[config.mk]
export PLATFORM = sky130hd
export DESIGN_NAME = zone_speed_sequence_monitor
export DESIGN_NICKNAME = d
export VERILOG_FILES = /design/src/verilog/edge_rise.v /design/src/verilog/sticky_flag.v /design/src/verilog/zone_speed_sequence_monitor.v
export VERILOG_INCLUDE_DIRS = /design/src /design/src/verilog
export SDC_FILE = /design/constraint.sdc
export NUM_CORES = 1
export LEC_CHECK = 0
export BUFFER_PORTS_ARGS = -buffer_cell sky130_fd_sc_hd__buf_4
export CORE_ASPECT_RATIO = 1.1
export CORE_UTILIZATION = 48
export CTS_BUF_LIST = sky130_fd_sc_hd__clkbuf_2 sky130_fd_sc_hd__clkbuf_4 sky130_fd_sc_hd__clkbuf_8
export DETAILED_ROUTE_END_ITERATION = 10
export HOLD_SLACK_MARGIN = 0.02
export PLACE_DENSITY = 0.86
export SLEW_MARGIN = 20
export SYNTH_ARGS = -nofsm -noshare
export SYNTH_HDL_FRONTEND = slang
export SYNTH_SLANG_ARGS = --single-unit
[constraint.sdc]
create_clock -name clk_sys -period 3.3 [get_ports clk_sys]
set_clock_uncertainty 0.15 [all_clocks]
set_input_delay 0.33 -clock clk_sys [delete_from_list [all_inputs] [get_ports clk_sys]]
set_output_delay 0.33 -clock clk_sys [all_outputs]
set_load 0.01 [all_outputs]
[src/verilog/zone_speed_defs.vh]
// constants for the zone speed sequence monitor
// assumes one synchronous clock domain, inputs already synchronous
//
// Behaviour
// - automated mode: stop zone interrupted commands stop
// - stop zone interrupted drives stop check safe
// - automated mode: slowdown zone requests reduced speed
// - slowdown zone interrupted drives reduced check safe
// - manual mode: enabling device permits motion, stop zone
// - manual mode: enabling device permits motion, slowdown zone
// - valid sequence restarts automatically when slowdown frees
// - stop zone always stops in automated mode
// - stop without prior slowdown is sequence error
// - error cleared only when fields free plus reset
`ifndef ZONE_SPEED_DEFS_VH
`define ZONE_SPEED_DEFS_VH

// register indices
`define REG_CTRL     3'h0
`define REG_STATUS   3'h1
`define REG_IRQ_STAT 3'h2
`define REG_IRQ_MASK 3'h3

// control fields
`define CTRL_WIDTH     2
`define CTRL_RESET_VAL 2'h0
`define CTRL_MANUAL    0
`define CTRL_SWRESET   1

// interrupt event bits
`define EVT_WIDTH   4
`define EVT_STOP    0
`define EVT_SLOW    1
`define EVT_SEQERR  2
`define EVT_RESTART 3

// sequence states
`define ST_RUN    3'h0
`define ST_SLOW   3'h1
`define ST_STOP   3'h2
`define ST_AFTER  3'h3
`define ST_ERROR  3'h4

`endif

[src/verilog/edge_rise.v]
// rising edge detector for a synchronous level
// assumes input already in clk_sys domain
`timescale 1ns/1ps
`default_nettype none
module edge_rise (
	// clock and reset
	input  wire clk_sys,
	input  wire reset_n,
	// level in, pulse out
	input  wire level,
	output wire pulse
);
	reg levelQ;

	always @(posedge clk_sys or negedge reset_n) begin
		if (!reset_n)
			levelQ <= 1'b0;
		else
			levelQ <= level;
	end

	assign pulse = level & ~levelQ;
endmodule
`default_nettype wire

[src/verilog/sticky_flag.v]
// sticky event bit, cleared by write-one, set wins over clear
// assumes one clock domain
`timescale 1ns/1ps
`default_nettype none
module sticky_flag (
	// clock and reset
	input  wire clk_sys,
	input  wire reset_n,
	// event and clear
	input  wire setEvt,
	input  wire clrReq,
	output reg  flag_q
);
	always @(posedge clk_sys or negedge reset_n) begin
		if (!reset_n)
			flag_q <= 1'b0;
		else if (setEvt)
			flag_q <= 1'b1;
		else if (clrReq)
			flag_q <= 1'b0;
	end
endmodule
`default_nettype wire

[src/verilog/zone_speed_sequence_monitor.v]
// zone speed sequence monitor: scanner fields to speed-check requests
// assumes field, button and mode inputs synchronous to clk_sys
`timescale 1ns/1ps
`default_nettype none
`include "zone_speed_defs.vh"
module zone_speed_sequence_monitor (
	// clock and reset
	input  wire        clk_sys,
	input  wire        reset_n,
	// scanner fields, high while interrupted
	input  wire        slowdownZoneField,
	input  wire        stopZoneField,
	// operator inputs
	input  wire        manualMode,
	input  wire        enablingDevice,
	input  wire        resetButton,
	input  wire        restartButton,
	// requests to robot, checks high = safe state requested, motionPermit high = motion allowed
	output reg         reducedSpeedCheck,
	output reg         stopCheck,
	output reg         motionPermit,
	output reg         seqError,
	// register port
	input  wire [2:0]  regAddr,
	input  wire [31:0] regWdata,
	input  wire        regWrite,
	input  wire        regRead,
	output reg  [31:0] regRdata,
	// interrupt
	output wire        irq
);
	reg  [`CTRL_WIDTH-1:0] ctrl_q;
	reg  [`EVT_WIDTH-1:0]  mask_q;
	reg  [2:0]             state_q;
	reg  [2:0]             state_d;
	reg                    manualSeen_q;
	wire [`EVT_WIDTH-1:0]  evt;
	wire [`EVT_WIDTH-1:0]  stat;
	wire [`EVT_WIDTH-1:0]  clr;
	wire                   resetPulse;
	wire                   restartPulse;
	wire                   stopRise;
	wire                   slowRise;
	wire                   manualEff;
	wire                   anyField;
	wire                   resetReq;

	assign manualEff = manualMode | ctrl_q[`CTRL_MANUAL];
	assign anyField  = slowdownZoneField | stopZoneField;

	edge_rise uReset (
		.clk_sys (clk_sys),
		.reset_n (reset_n),
		.level   (resetButton),
		.pulse   (resetPulse)
	);
	edge_rise uRestart (
		.clk_sys (clk_sys),
		.reset_n (reset_n),
		.level   (restartButton),
		.pulse   (restartPulse)
	);
	edge_rise uStop (
		.clk_sys (clk_sys),
		.reset_n (reset_n),
		.level   (stopZoneField),
		.pulse   (stopRise)
	);
	edge_rise uSlow (
		.clk_sys (clk_sys),
		.reset_n (reset_n),
		.level   (slowdownZoneField),
		.pulse   (slowRise)
	);

	// software may stand in for the pushbutton; same all-free condition
	assign resetReq = resetPulse | (regWrite && regAddr == `REG_CTRL && regWdata[`CTRL_SWRESET]);

	// manual mode only blocks leaving RUN (to ERROR or SLOW) and SLOW to STOP; the other transitions still follow the fields
	always @* begin
		state_d = state_q;
		case (state_q)
			`ST_RUN: begin
				if (!manualEff && stopZoneField)
					state_d = `ST_ERROR;
				else if (!manualEff && slowdownZoneField)
					state_d = `ST_SLOW;
			end
			`ST_SLOW: begin
				if (!manualEff && stopZoneField)
					state_d = `ST_STOP;
				else if (!slowdownZoneField)
					state_d = `ST_RUN;
			end
			`ST_STOP: begin
				// stop zone must clear while slowdown still held
				if (!stopZoneField && slowdownZoneField)
					state_d = `ST_AFTER;
				else if (!stopZoneField)
					state_d = `ST_ERROR;
			end
			`ST_AFTER: begin
				if (stopZoneField)
					state_d = `ST_STOP;
				else if (!slowdownZoneField)
					state_d = `ST_RUN;
			end
			`ST_ERROR: begin
				if (resetReq && !anyField)
					state_d = `ST_RUN;
			end
			default: state_d = `ST_ERROR;
		endcase
	end

	always @(posedge clk_sys or negedge reset_n) begin
		if (!reset_n)
			state_q <= `ST_ERROR;
		else
			state_q <= state_d;
	end

	// restart after manual operation needs the restart button
	always @(posedge clk_sys or negedge reset_n) begin
		if (!reset_n)
			manualSeen_q <= 1'b0;
		else if (manualEff)
			manualSeen_q <= 1'b1;
		else if (restartPulse)
			manualSeen_q <= 1'b0;
	end

	// outputs registered; stop check goes safe on any stop-zone interruption
	always @(posedge clk_sys or negedge reset_n) begin
		if (!reset_n) begin
			stopCheck         <= 1'b1;
			reducedSpeedCheck <= 1'b1;
			motionPermit      <= 1'b0;
			seqError          <= 1'b1;
		end else begin
			stopCheck         <= stopZoneField;
			reducedSpeedCheck <= slowdownZoneField;
			seqError          <= (state_d == `ST_ERROR);
			if (manualEff)
				motionPermit <= enablingDevice;
			else
				motionPermit <= !stopZoneField && !manualSeen_q
					&& (state_d != `ST_ERROR) && (state_d != `ST_STOP)
					&& (state_d != `ST_AFTER);
		end
	end
	// slowdown in automated mode keeps motion but at reduced speed

	assign evt[`EVT_STOP]    = stopRise & ~manualEff;
	assign evt[`EVT_SLOW]    = slowRise & ~manualEff;
	assign evt[`EVT_SEQERR]  = (state_d == `ST_ERROR) && (state_q != `ST_ERROR);
	assign evt[`EVT_RESTART] = (state_q == `ST_AFTER) && (state_d == `ST_RUN);

	genvar gi;
	generate
		for (gi = 0; gi < `EVT_WIDTH; gi = gi + 1) begin : gFlag
			assign clr[gi] = regWrite && regAddr == `REG_IRQ_STAT && regWdata[gi];
			sticky_flag uFlag (
				.clk_sys (clk_sys),
				.reset_n (reset_n),
				.setEvt  (evt[gi]),
				.clrReq  (clr[gi]),
				.flag_q  (stat[gi])
			);
		end
	endgenerate

	assign irq = |(stat & mask_q);

	always @(posedge clk_sys or negedge reset_n) begin
		if (!reset_n) begin
			ctrl_q <= `CTRL_RESET_VAL;
			mask_q <= {`EVT_WIDTH{1'b0}};
		end else if (regWrite) begin
			if (regAddr == `REG_CTRL)
				ctrl_q <= {1'b0, regWdata[`CTRL_MANUAL]};
			if (regAddr == `REG_IRQ_MASK)
				mask_q <= regWdata[`EVT_WIDTH-1:0];
		end
	end

	always @(posedge clk_sys or negedge reset_n) begin
		if (!reset_n)
			regRdata <= 32'h0000_0000;
		else if (regRead) begin
			case (regAddr)
				`REG_CTRL:     regRdata <= {30'h0, ctrl_q};
				`REG_STATUS:   regRdata <= {26'h0, seqError, motionPermit,
					stopCheck, reducedSpeedCheck, manualEff, manualSeen_q} |
					{state_q, 29'h0};
				`REG_IRQ_STAT: regRdata <= {28'h0, stat};
				`REG_IRQ_MASK: regRdata <= {28'h0, mask_q};
				default:       regRdata <= 32'h0000_0000;
			endcase
		end else
			regRdata <= 32'h0000_0000;
	end
endmodule
`default_nettype wire
* Word-level counts from Yosys, hierarchy flattened *
Index checks and enable logic that the tools add are counted.

word-level totals
  input port bits = 45
  register bits after elaboration = 53
  logic and storage cells = 99
  output and inout port bits = 37

operators by class
  bitwise logic cells = 16
  equality and inequality tests = 12
  multiplexer cells = 22
  reduce and logical (&&, ||, !) cells = 32

operator list
  cell                  count
  $pmux W32 S4          1
  $mux W32              1
  $or A6 B32 Y32        1
  $mux W3               8
  $logic_and A1 B1 Y1   17
  $pmux W3 S5           1
  $eq A3 B2 Y1 const B  4
  $mux W1               11
  $reduce_bool A2 Y1    5
  $logic_not A3 Y1      3
  $and A1 B1 Y1         6
  $eq A3 B1 Y1 const B  2
  $eq A3 B3 Y1 const B  2
  $ne A3 B2 Y1 const B  2
  $ne A3 B3 Y1 const B  2
  $not A1 Y1            5
  $and A4 B4 Y4         1
  $logic_not A1 Y1      4
  $reduce_and A2 Y1     2
  $reduce_or A4 Y1      1
  $or A1 B1 Y1          3

* Logic depth before layout (Yosys ltp) *
  word-level depth = 12
  gate-level depth with buffers = 4
  depth with buffers taken out = 3

* Modules after synthesis *
From an unflattened synthesis, not the netlist that was laid out.

unflattened totals
  cells, all modules = 133
  area, all modules = 1531.5 um2

by module, submodules not included
  module                       times used  sequential area each (um2)  cells each  area an instance (um2)
  zone_speed_sequence_monitor  1           555.5                       113         1231.2
  edge_rise                    4           25.0                        2           38.8
  sticky_flag                  4           25.0                        3           36.3

* Least setup slack after synthesis *
No wires, ideal clock.

  path kind = register to register
  start point = register state_q[2]
  end point = register motionPermit
  path buffers = 0
  data required time = 3.017 ns
  setup slack = 1.618 ns
  arrival time = 1.399 ns
  stages on the path, launching flop included = 4
  cell sequence = dfstp_2 -> or3b_2 -> a311oi_1 -> o31ai_1

on the way
  cells in the longest elaborated chain, start to end = 8
  elaborated cells between the ends (all ways) = 21
  classes of those cells = 7 x eq/ne; 10 x mux; 4 x reduce/logical

RTL lines
  what                                             RTL line                           source
  start: declaration                               zone_speed_sequence_monitor.v:34   reg [2:0] state_q;
  start signal: assignment                         zone_speed_sequence_monitor.v:118  state_q <= `ST_ERROR;
  start signal: assignment                         zone_speed_sequence_monitor.v:120  state_q <= state_d;
  $mux W3, on equally long branches (2 in series)  n/a
  $pmux W3 S5 (*)                                  zone_speed_sequence_monitor.v:82   case (state_q)
  $ne A3 B3 Y1 (no line)                           n/a
  $logic_and A1 B1 Y1 (2 in series)                zone_speed_sequence_monitor.v:147  motionPermit <= !stopZoneField && !manualSeen_q
  $logic_and A1 B1 Y1 (*)                          zone_speed_sequence_monitor.v:147
  $mux W1 (*)                                      zone_speed_sequence_monitor.v:144  if (manualEff)
  end signal: assignment                           zone_speed_sequence_monitor.v:145  motionPermit <= enablingDevice;
  end signal: assignment                           zone_speed_sequence_monitor.v:147
  end: declaration                                 zone_speed_sequence_monitor.v:21   output reg motionPermit,

Mark *: on every way between the ends. The rest lies on a longest branch, timed or not.
A chain may end at the register's enable or synchronous reset.

* Worst setup path in the final report *
  start point = input stopZoneField
  end point = register motionPermit

on the way
  cells in the longest elaborated chain, start to end = 10
  elaborated cells between the ends (all ways) = 21
  classes of those cells = 3 x eq/ne; 8 x mux; 1 x bitwise; 9 x reduce/logical

RTL lines
  what                               RTL line                           source
  start: declaration                 zone_speed_sequence_monitor.v:12   input wire stopZoneField,
  $or A1 B1 Y1                       zone_speed_sequence_monitor.v:49   assign anyField = slowdownZoneField | stopZoneField;
  $logic_not A1 Y1                   zone_speed_sequence_monitor.v:109  if (resetReq && !anyField)
  $logic_and A1 B1 Y1                zone_speed_sequence_monitor.v:109
  $mux W3                            zone_speed_sequence_monitor.v:109
  $pmux W3 S5                        zone_speed_sequence_monitor.v:82
  $ne A3 B3 Y1 (no line)             n/a
  $logic_and A1 B1 Y1 (2 in series)  zone_speed_sequence_monitor.v:147
  $logic_and A1 B1 Y1 (*)            zone_speed_sequence_monitor.v:147
  $mux W1 (*)                        zone_speed_sequence_monitor.v:144

Marks and branches as above.

==> results.txt <==
status: complete, no violations
GR Util All Layers: 20.2%
Max-Cap Viols: 0
CP endpoint kind: flop
endpoints failing hold: 0
Reg2Reg Capture Point: motionPermit
post-synthesis sequential area ratio: 52.9%
sw frac: 28.4%
total I/O pin count: 82
Die Wd: 54 um
Syn Inst Count: 125
Logic pwr share: 21.3%
clock latency at the later pin of the worst-skew pair: 0.33 ns
RSZ-0062 raised after global routing: false
Pwr per Cell Area: 523 mW/mm2
PortBufs: 30
Final #Nets: 208
proportion of synthesized area in mux cells: 7.10%
htree depth: 2
Hold Path Stages: 2
R2R depth: 3
switching pwr: 0.000253 W
post-synth top area share: 45.6%
Clock Tree Buf Depth: 2
maximum vdd drop: 368 uV
post-place setup slack: 1.49 ns
R2R Setup Slk: 1.46 ns
Worst Path Arrival: 2.02 ns
Post-Synth Simple-Gate Area: 16.9%
drt wl/cell: 13.5 um
Flop pwr share: 52.4%
Synth area leader: dfrtp_1
FF+latch count, synth: 30
initial core utilization: 50.9%
final worst slack: 1.33 ns
xor/xnor share of the synthesized area: 0%
area share of fa/ha/maj cells after synthesis: 0%
fraction of layout cells with a size suffix above 1: 33.5%
register area: 756 um2
Syn-to-layout area delta: 19.5%
Sum Neg Setup Slack: 0 ns
Max Clk Rate: 509 MHz
required time of the critical path: 3.36 ns
largest net degree at the start of global routing: 31
Leak: 0.805 nW
CTS buffer count: 5
GRT overflow: 0
DR pass1 iterations: 4
die area: 0.00320 mm2
initial antenna violation count: 0
critical hold path startpoint: regWdata[3]
Routed Antenna Nets: 0
die height: 59.2 um
Synth Cell Area: 0.00143 mm2
Worst Hold Path EP: mask_q[3]
ant diodes: 0
clock root cell: clkbuf_4
final worst-path cycle share: 59.6%
Avg Cell Area, Syn: 11.4 um2
core area: 0.00280 mm2
area of the multi-input gates: 562 um2
Synth cell types: 36
CP startpoint kind: input pin
critical path class: in -> reg
TritonCTS clock tree: yes
Min Clock Period, post-route: 1.97 ns
Compound-Gate Fraction of Synth Area: 9.29%
crit-path max FO: 10
Reg clk slew, reported paths: 0.09 ns
fillers: 237
Hold Crit Class: in -> reg
first-pass GRT wire length: 4420 um
1st-iter DRT viols: 19
Total Wirelength: 2660 um
GP Congestion: 0.843
largest family of logic cells by synthesized area: simple AND/OR/NAND/NOR gates
yosys warns: 0
Worst R2R Start: state_q[2]
dpl hpwl: 1900 um
vias in the first global route: 974
Vias/cell: 5.11
via count: 1,007
clk sink count: 30
Internal Pwr Total: 0.000639 W
Clock Power Share: 26.3%
top cells by area, synth: dfrtp_1 (46%), buf_4 (12%), dfstp_2 (7.4%)
final count of pins violating max slew: 0
Final setup viols: 0
Row Count: 20
post-CTS resize count: 0
Residual DRC: 0
## placed cells by master (no fill, tap or decap), types with 3 or more instances in the layout
master | netlist | final
and2_1 | 5 | 5
nand2_1 | 9 | 9
dfrtp_1 | 26 | 26
o21ai_0 | 3 | 3
conb_1 | 1 | 23
a22oi_1 | 4 | 4
nor2b_1 | 4 | 4
nor2_1 | 6 | 6
dfstp_2 | 4 | 4
mux2_2 | 7 | 7
buf_4 | 23 | 30
clkbuf_4 | 0 | 6
dlygate4sd3_1 | 0 | 5
## final cells by class
cell class,instances,share of cell area [%]
multi-input cells,89,32.9
clock buffers,7,3.45
repair buffers,35,16.1
well taps,33,2.42
clock inverters,1,0.293
flip-flops and latches,30,44.3
inverters,2,0.440
## cells in the mapped netlist
cell        n
a21o_2      1
a21oi_1     2
a221oi_2    1
a22oi_1     4
a311oi_1    1
a32o_1      2
and2_1      5
and4bb_2    1
buf_4      23
clkbuf_1    2
clkbuf_2    1
conb_1      1
dfrtp_1    26
dfstp_2     4
inv_1       2
mux2_2      7
mux4_2      1
nand2_1     9
nand2b_1    2
nand3_1     2
nand3b_1    1
nand4b_1    1
nor2_1      6
nor2b_1     4
nor3_1      1
nor3b_1     1
nor4b_1     2
nor4bb_1    1
o21ai_0     3
o2bb2ai_1   1
o311ai_0    1
o31ai_1     1
or2_1       2
or2_2       1
or3b_2      1
or4b_1      1
## state kept, by name (all words and copies together), names as in the netlist
signal and cells:
ctrl_q 1, gFlag.uFlag.flag_q 4, manualSeen_q 1, mask_q 4
motionPermit 1, reducedSpeedCheck 1, regRdata 9, seqError 1
state_q 3, stopCheck 1, uReset.levelQ 1, uRestart.levelQ 1
uSlow.levelQ 1, uStop.levelQ 1
## critical path, stage by stage
cell and delay, ns:
dlygate4sd3_1 0.53, buf_4 0.16, or4b_1 0.48, a221oi_2 0.39, o31ai_1 0.13
## cell families after synthesis
logic type             Yosys count
muxes                            8
AOI/OAI and AO/OA               17
DFF                             30
and+or+nand+nor                 41
buffers and inverters           28
other                            1
## layer usage
metal,global-route usage [%],part of all wire (%)
met1,23.6,40
met2,33.3,51
met3,6.15,6.9
met5,0,0
met4,9.89,1.7
## worst max path at each step
stage | startpoint | to | depth (start not counted)
4_1_cts | stopZoneField | motionPermit | 5
6_report | stopZoneField | motionPermit | 5
2_1_floorplan | state_q[2] | motionPermit | 3
3_3_place_gp | state_q[2] | motionPermit | 3
5_1_grt | stopZoneField | motionPermit | 5
3_5_place_dp | state_q[2] | motionPermit | 3
## power groups by stage
stage / Combinational, W / Sequential [W] / Clock [W]
final: 0.000190 / 0.000467 / 0.000235
after global routing: 0.000211 / 0.000477 / 0.000257
after CTS: 0.000191 / 0.000466 / 0.000240
after detailed placement: 0.000186 / 0.000473 / 0
after global placement: 0.000179 / 0.000471 / 0
after floorplan: 0.000130 / 0.000468 / 0
## metrics by stage
stage	cell area [um2]	utilization, %	hold WS [ns]	total power [W]	cells
2_1_floorplan	1510	-	-0.116	0.000598	147
3_3_place_gp	1590	56.8	0.115	0.000650	184
3_5_place_dp	1590	56.8	0.124	0.000659	184
4_1_cts	1710	60.8	0.0850	0.000897	197
5_1_grt	1710	60.8	0.0809	0.000945	197
6_report	1710	60.8	0.0931	0.000892	197
## what timing repair did
action | CTS | global route
endpoints found under the hold margin | 31 | 0
hold buffers | 5 | 0
setup buffers | 0 | 0
Power figures use the tool's default switching activity.
